**config.mk**
```make
export PLATFORM = sky130hd
export DESIGN_NAME = dpc_decode
export DESIGN_NICKNAME = d
export VERILOG_FILES = /design/src/rtl/dpc_pkg.sv /design/src/rtl/dpc_decode.sv
export SDC_FILE = /design/constraint.sdc
export NUM_CORES = 1
export LEC_CHECK = 0
export ABC_CLOCK_PERIOD_IN_PS = 5820
export BUFFER_PORTS_ARGS = -buffer_cell sky130_fd_sc_hd__buf_2
export CAP_MARGIN = 5
export CORE_ASPECT_RATIO = 0.6
export CORE_UTILIZATION = 34
export DETAILED_ROUTE_END_ITERATION = 12
export GPL_ROUTABILITY_DRIVEN = 0
export MAX_ROUTING_LAYER = met4
export PLACE_DENSITY = 0.61
export SLEW_MARGIN = 0
export SYNTH_ARGS = -nofsm -noshare
export SYNTH_HDL_FRONTEND = slang
export SYNTH_SLANG_ARGS = --single-unit
```
**constraint.sdc**
```tcl
create_clock -name clk_i -period 5.82 [get_ports clk_i]
set_input_delay 0.582 -clock clk_i [delete_from_list [all_inputs] [get_ports clk_i]]
set_output_delay 0.582 -clock clk_i [all_outputs]
set_load 0.01 [all_outputs]
```
**src/rtl/dpc_pkg.sv**
```systemverilog
// package: shared constants and frame types of the periodic command decoder
package dpc_pkg;

    // register bus widths and offsets
    localparam int unsigned ADDR_W          = 8;
    localparam int unsigned DATA_W          = 8;
    localparam logic [7:0]  OFS_NODE_ADDR   = 8'h00;
    localparam logic [7:0]  OFS_LOCK_CTRL   = 8'h01;
    localparam logic [7:0]  OFS_DIAG_CFG    = 8'h02;
    localparam logic [7:0]  OFS_STATUS      = 8'h03;

    // field positions
    localparam int unsigned LOCK_BIT_POS    = 0;
    localparam int unsigned DIAG_EN_POS     = 0;
    localparam int unsigned DIAG_FRAG_POS   = 1;

    // values after reset
    localparam logic [3:0]  NODE_ADDR_RST   = 4'h0;
    localparam logic        LOCK_RST        = 1'b0;
    localparam logic        DIAG_EN_RST     = 1'b0;
    localparam logic        DIAG_FRAG_RST   = 1'b0;

    // command lengths in bits and fragment sizes
    localparam logic [5:0]  LEN_BCAST       = 6'h01;
    localparam logic [5:0]  LEN_FRAG_SMALL  = 6'h02;
    localparam logic [5:0]  LEN_FRAG_LARGE  = 6'h04;
    localparam logic [5:0]  LEN_FULL        = 6'h20;
    localparam logic [5:0]  CNT_RST         = 6'h00;

    // special addresses and command codes
    localparam logic [3:0]  ADDR_GLOBAL     = 4'h0;
    localparam logic [3:0]  CODE_READ       = 4'h0;
    localparam logic [3:0]  CODE_WRITE      = 4'h8;
    localparam logic [3:0]  CODE_ENTER_PER  = 4'hb;
    localparam logic [15:0] RESV_DATA       = 16'h0000;

    // check sum generator, plain defaults
    localparam logic [7:0]  CRC_POLY        = 8'h1d;
    localparam logic [7:0]  CRC_SEED        = 8'hff;

    // one 32-bit command or answer frame, most significant field first
    typedef struct packed {
        logic [3:0]  addr;
        logic [3:0]  code;
        logic [15:0] data;
        logic [7:0]  crc;
    } dpc_frame_s;

    // one received command as delivered by the bit decoder
    typedef struct packed {
        logic [5:0]  len;
        logic [31:0] bits;
    } dpc_rx_s;

endpackage

```
**src/rtl/dpc_decode.sv**
```systemverilog
// module: reserved command answers and periodic / background command decode
//
// Contract
// - answer reserved code on own address, good CRC
// - answer echoes address, code, correct CRC
// - reserved code for other address ignored
// - lock bit set enables periodic mode
// - periodic mode decodes broadcast reads, fragments
// - same bit encoding in all modes
// - same message format in all modes
// - no diagnostics: respond only to one bit
// - broadcast read is one bit, either value
// - fragments of 2 or 4 bits per size bit
// - diagnostics: respond to broadcast or fragment only
// - broadcast or any length but 2 or 4 clears assembly
// - diagnostic answer after full valid 32 bits
// - assembled command checked like normal command
// - broadcast reads get no error check
// - lock bit stays set until reset
// - mode table from lock and enable bit
`timescale 1ns/100ps
module dpc_decode
(
    // clock and reset
    input  wire logic                     clk_i,
    input  wire logic                     arst_n_i,
    // register port
    input  wire logic [7:0]               reg_addr_i,
    input  wire logic [7:0]               reg_wdata_i,
    input  wire logic                     reg_wr_i,
    input  wire logic                     reg_rd_i,
    output logic      [7:0]               reg_rdata_o,
    // received commands from the bit decoder
    input  wire logic                     rx_valid_i,
    input  wire dpc_pkg::dpc_rx_s         rx_i,
    // answers
    output logic                          per_resp_o,
    output logic                          resv_resp_valid_o,
    output dpc_pkg::dpc_frame_s           resv_resp_o,
    output logic                          diag_cmd_valid_o,
    output dpc_pkg::dpc_frame_s           diag_cmd_o
);

    ////////////////////////////////////////////////////////////////////////////
    // check sum over the 24 leading bits, most significant first
    function automatic logic [7:0] crc8(input logic [23:0] d);
        logic [7:0] c;
        c = dpc_pkg::CRC_SEED;
        for (int i = 23; i >= 0; i--)
        begin
            if (c[7] ^ d[i])
                c = {c[6:0], 1'b0} ^ dpc_pkg::CRC_POLY;
            else
                c = {c[6:0], 1'b0};
        end
        return c;
    endfunction

    // reserved codes are all but read, write and enter periodic
    function automatic logic is_reserved(input logic [3:0] code);
        return (code != dpc_pkg::CODE_READ) && (code != dpc_pkg::CODE_WRITE)
            && (code != dpc_pkg::CODE_ENTER_PER);
    endfunction

    ////////////////////////////////////////////////////////////////////////////
    // configuration state
    logic [3:0] node_addr;
    logic       lock;
    logic       diag_en;
    logic       diag_frag;
    logic [5:0] frag_cnt;
    logic [31:0] frag_word;

    // decode of the current command
    logic        per_on;
    logic        diag_on;
    logic [5:0]  frag_len;
    logic        is_bcast;
    logic        is_frag;
    logic        is_full;
    logic        other_frag;
    dpc_pkg::dpc_frame_s rx_frame;
    dpc_pkg::dpc_frame_s next_diag;
    logic [5:0]  next_cnt;
    logic        asm_done;
    logic        rx_crc_ok;
    logic        asm_crc_ok;
    logic        asm_addr_ok;

    ////////////////////////////////////////////////////////////////////////////
    // node address register
    always_ff @(posedge clk_i or negedge arst_n_i)
    begin
        if (!arst_n_i)
            node_addr <= dpc_pkg::NODE_ADDR_RST;
        else if (reg_wr_i && reg_addr_i == dpc_pkg::OFS_NODE_ADDR)
            node_addr <= reg_wdata_i[3:0];
    end

    // lock control: write one sets, nothing but reset clears
    always_ff @(posedge clk_i or negedge arst_n_i)
    begin
        if (!arst_n_i)
            lock <= dpc_pkg::LOCK_RST;
        else if (reg_wr_i && reg_addr_i == dpc_pkg::OFS_LOCK_CTRL
                 && reg_wdata_i[dpc_pkg::LOCK_BIT_POS])
            lock <= 1'b1;
    end

    // diagnostic configuration register
    always_ff @(posedge clk_i or negedge arst_n_i)
    begin
        if (!arst_n_i)
        begin
            diag_en   <= dpc_pkg::DIAG_EN_RST;
            diag_frag <= dpc_pkg::DIAG_FRAG_RST;
        end
        else if (reg_wr_i && reg_addr_i == dpc_pkg::OFS_DIAG_CFG)
        begin
            diag_en   <= reg_wdata_i[dpc_pkg::DIAG_EN_POS];
            diag_frag <= reg_wdata_i[dpc_pkg::DIAG_FRAG_POS];
        end
    end

    // read data stands only in the cycle after the read strobe
    always_ff @(posedge clk_i or negedge arst_n_i)
    begin
        if (!arst_n_i)
            reg_rdata_o <= 8'h00;
        else if (!reg_rd_i)
            reg_rdata_o <= 8'h00;
        else
        begin
            case (reg_addr_i)
                dpc_pkg::OFS_NODE_ADDR: reg_rdata_o <= {4'h0, node_addr};
                dpc_pkg::OFS_LOCK_CTRL: reg_rdata_o <= {7'h00, lock};
                dpc_pkg::OFS_DIAG_CFG:  reg_rdata_o <= {6'h00, diag_frag, diag_en};
                dpc_pkg::OFS_STATUS:    reg_rdata_o <= {frag_cnt, diag_on, per_on};
                default:                reg_rdata_o <= 8'h00;
            endcase
        end
    end

    ////////////////////////////////////////////////////////////////////////////
    // mode selection and length classes
    assign per_on     = lock;
    assign diag_on    = lock & diag_en;
    assign frag_len   = diag_frag ? dpc_pkg::LEN_FRAG_LARGE : dpc_pkg::LEN_FRAG_SMALL;
    assign is_bcast   = rx_i.len == dpc_pkg::LEN_BCAST;
    assign is_frag    = diag_on && rx_i.len == frag_len;
    assign is_full    = rx_i.len == dpc_pkg::LEN_FULL;
    assign other_frag = diag_on && !is_frag
                        && (rx_i.len == dpc_pkg::LEN_FRAG_SMALL || rx_i.len == dpc_pkg::LEN_FRAG_LARGE);
    // same word layout in every mode
    assign rx_frame   = rx_i.bits;
    assign rx_crc_ok  = crc8(rx_frame[31:8]) == rx_frame.crc;

    // assembly arithmetic: fragments enter at the low end
    assign next_cnt    = frag_cnt + frag_len;
    assign next_diag   = diag_frag ? {frag_word[27:0], rx_i.bits[3:0]}
                                   : {frag_word[29:0], rx_i.bits[1:0]};
    assign asm_done    = is_frag && next_cnt == dpc_pkg::LEN_FULL;
    assign asm_crc_ok  = crc8(next_diag[31:8]) == next_diag.crc;
    assign asm_addr_ok = next_diag.addr == node_addr || next_diag.addr == dpc_pkg::ADDR_GLOBAL;

    ////////////////////////////////////////////////////////////////////////////
    // background command assembly
    always_ff @(posedge clk_i or negedge arst_n_i)
    begin
        if (!arst_n_i)
        begin
            frag_cnt  <= dpc_pkg::CNT_RST;
            frag_word <= 32'h00000000;
        end
        else if (!diag_on)
        begin
            frag_cnt  <= dpc_pkg::CNT_RST;
            frag_word <= 32'h00000000;
        end
        else if (rx_valid_i)
        begin
            if (asm_done)
            begin
                frag_cnt  <= dpc_pkg::CNT_RST;
                frag_word <= 32'h00000000;
            end
            else if (is_frag)
            begin
                frag_cnt  <= next_cnt;
                frag_word <= next_diag;
            end
            else if (!other_frag)
            begin
                frag_cnt  <= dpc_pkg::CNT_RST;
                frag_word <= 32'h00000000;
            end
        end
    end

    // periodic answer request
    always_ff @(posedge clk_i or negedge arst_n_i)
    begin
        if (!arst_n_i)
            per_resp_o <= 1'b0;
        else
            per_resp_o <= rx_valid_i && per_on && (is_bcast || is_frag);
    end

    // completed diagnostic command handed on split into fields
    always_ff @(posedge clk_i or negedge arst_n_i)
    begin
        if (!arst_n_i)
        begin
            diag_cmd_valid_o <= 1'b0;
            diag_cmd_o       <= '0;
        end
        else
        begin
            diag_cmd_valid_o <= rx_valid_i && asm_done && asm_crc_ok && asm_addr_ok;
            if (rx_valid_i && asm_done)
                diag_cmd_o <= next_diag;
        end
    end

    // reserved command answer in command and response mode
    always_ff @(posedge clk_i or negedge arst_n_i)
    begin
        if (!arst_n_i)
        begin
            resv_resp_valid_o <= 1'b0;
            resv_resp_o       <= '0;
        end
        else
        begin
            resv_resp_valid_o <= rx_valid_i && !per_on && is_full && is_reserved(rx_frame.code)
                                 && rx_frame.addr == node_addr && rx_crc_ok;
            if (rx_valid_i && is_full)
            begin
                resv_resp_o.addr <= rx_frame.addr;
                resv_resp_o.code <= rx_frame.code;
                resv_resp_o.data <= dpc_pkg::RESV_DATA;
                resv_resp_o.crc  <= crc8({rx_frame.addr, rx_frame.code, dpc_pkg::RESV_DATA});
            end
        end
    end
endmodule

```
[After elaboration in Yosys (flattened, before gate mapping)]
Index checks and enable logic that the tools add are counted.
Word-level totals
  bits in registers: 102
  output and inout bits: 75
Cells by class
  add/sub/neg operators: 1
  equal/unequal tests: 17
  multiplexer cells: 108
  bitwise gates (word level): 123
  reductions and logical operators: 30
Operators by type and width (count)
  $mux W5: 71
  $not A4 Y4: 69
  $mux W8: 24
  $mux W30: 5
  $xor A1 B1 Y1: 47
  $mux W32: 1
  $pmux W8 S4: 1
  $mux W6: 5
  $logic_and A1 B1 Y1: 21
  $eq A8 B2 Y1 const B: 2
  $eq A8 B8 Y1: 2
  $eq A6 B6 Y1 const B: 2
  $eq A4 B4 Y1: 2
  $eq A8 B1 Y1 const B: 1
  $logic_not A8 Y1: 1
  $ne A4 B4 Y1 const B: 2
  $add A6 B3 Y6: 1
  $eq A6 B1 Y1 const B: 1
  $eq A6 B2 Y1 const B: 1
  $eq A6 B3 Y1: 1
  $eq A6 B3 Y1 const B: 1
  $xor A1 B1 Y1 const A: 6
  $logic_not A4 Y1: 1
  $ne A4 B3 Y1 const B: 1
  other kinds (7): 10

[Logic depth before layout (Yosys ltp)]
  word-level depth: 71
  depth in mapped cells: 17
  gate-level depth less buffers: 11

[Least setup slack after synthesis]
No wires, ideal clock.
  kind: register to register
  from: reg diag_frag
  to: reg diag_cmd_valid_o
  library setup time: 0.131 ns
  arrival time: 4.463 ns
  setup slack: 1.226 ns
  cell stages (with the launch flop): 18
  buffers on the path: 6
  period minus slack after synthesis: 4.594 ns
  cells stage by stage: dfrtp_1 buf_2 buf_6 buf_1 clkbuf_1 clkbuf_1 mux2i_1 ha_1 buf_2 xor2_1 xnor2_1 mux2i_1 xnor2_1 xnor3_2 xnor3_1 and2_1 mux2i_1 a211oi_2
On the way
  word-level cells in the longest chain between the ends: 31
Ends and longest elaborated chain
  start, declared: RTL line dpc_decode.sv:70  | logic diag_frag;
  start signal, assigned: RTL line dpc_decode.sv:116  | diag_frag <= dpc_pkg::DIAG_FRAG_RST;
  start signal, assigned: RTL line dpc_decode.sv:121  | diag_frag <= reg_wdata_i[dpc_pkg::DIAG_FRAG_POS];
  $mux W32: RTL line dpc_decode.sv:160  | assign next_diag = diag_frag ? {frag_word[27:0], rx_i.bits[3:0]}
  $mux W5 / $xor A1 B1 Y1 (equally long branches): RTL line dpc_decode.sv:51  | if (c[7] ^ d[i])
  $not A4 Y4 (no source line) / $mux W5 (equally long branches)
  $mux W5 / $not A4 Y4 (equally long branches)
  $not A4 Y4 (no source line), or another cell as far along
  $mux W5 / $not A4 Y4 (equally long branches)
  $xor A1 B1 Y1, or another cell as far along: RTL line dpc_decode.sv:51
  $mux W5, or another cell as far along: RTL line dpc_decode.sv:51
  (+15 left out)
  $mux W5: RTL line dpc_decode.sv:51
  $not A4 Y4 (no source line) / $xor A1 B1 Y1 (equally long branches)
  $mux W5: RTL line dpc_decode.sv:51
  $not A4 Y4 (no source line)
  $mux W5: RTL line dpc_decode.sv:51
  $eq A8 B8 Y1: RTL line dpc_decode.sv:163  | assign asm_crc_ok = crc8(next_diag[31:8]) == next_diag.crc;
  $logic_and A1 B1 Y1: RTL line dpc_decode.sv:219  | diag_cmd_valid_o <= rx_valid_i && asm_done && asm_crc_ok && asm_addr_ok;
  $logic_and A1 B1 Y1 (*): RTL line dpc_decode.sv:219
  end signal, assigned: RTL line dpc_decode.sv:219
  end, declared: RTL line dpc_decode.sv:40  | output logic diag_cmd_valid_o,
Every way passes the cells marked *; elsewhere a longest branch is shown, timed or not.
A chain may end at the register's enable or synchronous reset.

[Worst setup path in the final report]
Ends and elaborated chain as after synthesis.

==> flow_metrics.py <==
metrics = {
    "synthesis": {
        "synth-edff-count": 0,
        "synthArstFlopShare_pct": 100,
        "yosysWarnings": 0,
        "synth_top_area_share_pct": 36.8,
        "synth_ff_type": "dfrtp_1",
        "synth_seq_area_share_pct": 36.8,
        "synth.distinct_cells": 52,
        "synth_seq_cells": 101,
        "yosysTopAreaCell": "dfrtp_1",
        "syn_area_per_cell_um2": 10.3,
        "synth_area_mm2": 0.00687,
        "synth_cells": 668,
        "synth.area.top_cells": "dfrtp_1, xnor2_1, mux2i_1",
    },
    "outcome": {
        "outcome": "complete, no violations",
    },
    "cts": {
        "insertion_delay_ns": 0.36,
        "cts_setup_buffers": 0,
        "clk_pin_slew_worst_paths_ns": 0.09,
        "cts-root-buf": "clkbuf_16",
        "cts_tree": "built",
        "cts_buffer_depth": 2,
        "cts_hold_buffers": 0,
        "cts_buffers": 9,
        "clock-sinks": 101,
        "ctsResizeCount": 0,
        "h-tree-depth": 3,
    },
    "power_and_ir_drop": {
        "irDropWorstVdd_mv": 0.180,
        "power_density_mw_per_mm2": 246,
        "leakagePower_nw": 3.77,
        "power_mw": 1.93,
    },
    "cells_and_area": {
        "syn_to_final_growth_pct": 14.0,
        "fillCellCount": 1968,
        "antenna_cells": 0,
        "layout_commonest_cell": "buf_2",
        "multi_input_area_mm2": 0.00403,
        "layout_common_cells": "buf_2, xnor2_1, dfrtp_1",
        "nNetsFinal": 812,
        "drive_gt1_share_pct": 24.0,
        "ff_latch_area_mm2": 0.00253,
        "fin_area_mm2": 0.00783,
    },
    "timing": {
        "relSlewSlack_pct": 24.2,
        "setup-tns-final_ns": 0,
        "slew_violations": 0,
        "rsz0062_at_grt": "false",
        "final_hold_viol_count": 0,
        "skew_ns": 0.0147,
        "hold_slack_ns": 0.115,
        "period_needed_ns": 3.94,
        "max_freq_ghz": 0.254,
        "period_share_pct": 67.7,
        "setup_violations": 0,
        "tightest_slew_ns": 1.14,
    },
    "critical_path": {
        "r2r_setup_slack_ns": 1.88,
        "cpLargestDelayFamily": "simple AND/OR/NAND/NOR gates",
        "arrival_ns": 4.20,
        "crit_chain": "inv_2 -> ha_1 -> fa_1 -> nor2_1 -> nand2_1 -> a21oi_1 -> and3_2 -> o2111ai_1 -> a211oi_2",
        "rr_worst_depth": 9,
        "rr_startpoint": "diag_frag",
        "crit_type": "reg -> reg",
        "cp-endpoint": "diag_cmd_valid_o",
        "cp.depth": 9,
        "crit_buf_inv": 1,
        "crit_path_max_fanout": 63,
        "critPathLaunchType": "register",
        "critPathMaxStageDelay_ns": 0.94,
        "reg2reg_to": "diag_cmd_valid_o",
        "cp-end-kind": "register",
        "slowest_stage": "and3_2",
        "crit_start": "diag_frag",
        "worst_ep_required_time_ns": 6.08,
    },
    "global_route": {
        "grt_pass1_wl_um": 25600,
        "antenna_found_initial": 0,
        "overflow": 0,
        "track_usage_pct": 16.5,
        "first_global_vias": 4564,
        "grt_max_degree": 76,
    },
    "floorplanning": {
        "die_h_um": 112,
        "core_area_mm2": 0.0194,
        "start_util_pct": 35.4,
        "row_count": 39,
        "die_x_um": 186,
        "ios": 134,
        "dieArea_mm2": 0.0208,
    },
    "drt": {
        "dr.pass1.iters": 5,
        "final_antenna_net_count": 0,
        "drt-total-wl_um": 16000,
        "drcViolationCount": 0,
        "drt_iter0_drc": 349,
        "routedWlPerCell_um": 15.7,
        "vias_per_cell": 4.70,
        "via_count": 4796,
    },
    "min_path": {
        "hp-class": "in -> async",
    },
    "flow_run": {
        "cap_violations": 0,
    },
    "place": {
        "placedInstanceArea_mm2": 0.00751,
        "place_hpwl_um": 12000,
        "portBuffers": 113,
    },
}
where the power goes:
part	internal (mW)	total, mW	switching (mW)
Combinational	0.261	0.546	0.285
Sequential	0.721	0.740	0.0190
Clock	0.315	0.642	0.327
Total	1.30	1.93	0.631
per-layer routing:
metal	global-route usage [%]	wire length, µm	up-vias	share of wire, %
li1	-	-	2358	-
met1	26.7	9110	2322	57
met2	20.6	6160	105	38
met3	2.63	648	11	4.0
met4	3.31	124	0	0.77
met5	-	0	-	0
flip-flops by register name, summed over array words and instances (netlist names):
signal	count
frag_cnt	5
resv_resp_valid_o	1
diag_en	1
resv_resp_o	16
diag_cmd_valid_o	1
lock	1
diag_frag	1
frag_word	30
diag_cmd_o	32
node_addr	4
reg_rdata_o	8
per_resp_o	1
worst register-to-register path: stages, from the launching register on:
cell       delay [ns]
dfrtp_2          0.75
inv_2            0.37
ha_1             0.35
fa_1             0.48
nor2_1           0.14
nand2_1          0.06
a21oi_1          0.17
and3_2           0.94
o2111ai_1        0.35
a211oi_2         0.24
worst min path at each step:
stage	cells past startpoint	to	slack (ns)	startpoint
3_5_place_dp	1	diag_cmd_o[1]	0.49	diag_cmd_o[1]
6_report	1	diag_cmd_o[13]	0.12	arst_n_i
2_1_floorplan	0	diag_cmd_o[0]	0.29	arst_n_i
5_1_grt	1	diag_cmd_o[13]	0.14	arst_n_i
3_3_place_gp	1	resv_resp_o[28]	0.49	resv_resp_o[28]
4_1_cts	1	diag_cmd_o[13]	0.12	arst_n_i
area by class of cell:
cell class	instances	share of cell area, %
inverters	6	0.288
well taps	266	4.25
multi-input cells	514	51.4
flip-flops and latches	101	32.3
repair buffers	117	7.64
clock buffers	9	2.88
clock inverters	7	1.23
cells in the mapped netlist, types with 2 or more instances:
master / number
a21oi_1: 47
and2_1: 6
and3_1: 3
buf_1: 6
buf_2: 6
buf_4: 21
buf_6: 5
clkbuf_1: 24
dfrtp_1: 101
ha_1: 3
inv_1: 5
mux2_2: 17
mux2i_1: 49
mux2i_2: 2
nand2_1: 47
nand3_1: 9
nand4_1: 4
nor2_1: 50
nor3_1: 6
nor4_1: 4
o21ai_0: 41
o31ai_1: 2
or3_1: 2
xnor2_1: 111
xnor2_2: 12
xnor2_4: 4
xnor3_1: 10
xnor3_2: 4
xor2_1: 43
xor2_2: 2
kinds of logic after synthesis:
| logic type | share of synthesized area, % |
|---|---|
| flops | 36.8 |
| xor+xnor | 29.2 |
| compound gates | 7.89 |
| buf+inv | 5.52 |
| mux | 10.5 |
| simple gates | 9.16 |
| other cells | 0.0546 |
| fa+ha+maj | 0.838 |
stage by stage:
step	utilization, %	setup slack [ns]	std cells
floorplan	-	1.23	683
global placement	38.7	1.93	1004
detailed placement	38.7	1.92	1004
CTS	40.3	1.88	1020
global route	40.3	1.54	1020
finish	40.3	1.88	1020
Power figures use the tool's default switching activity.
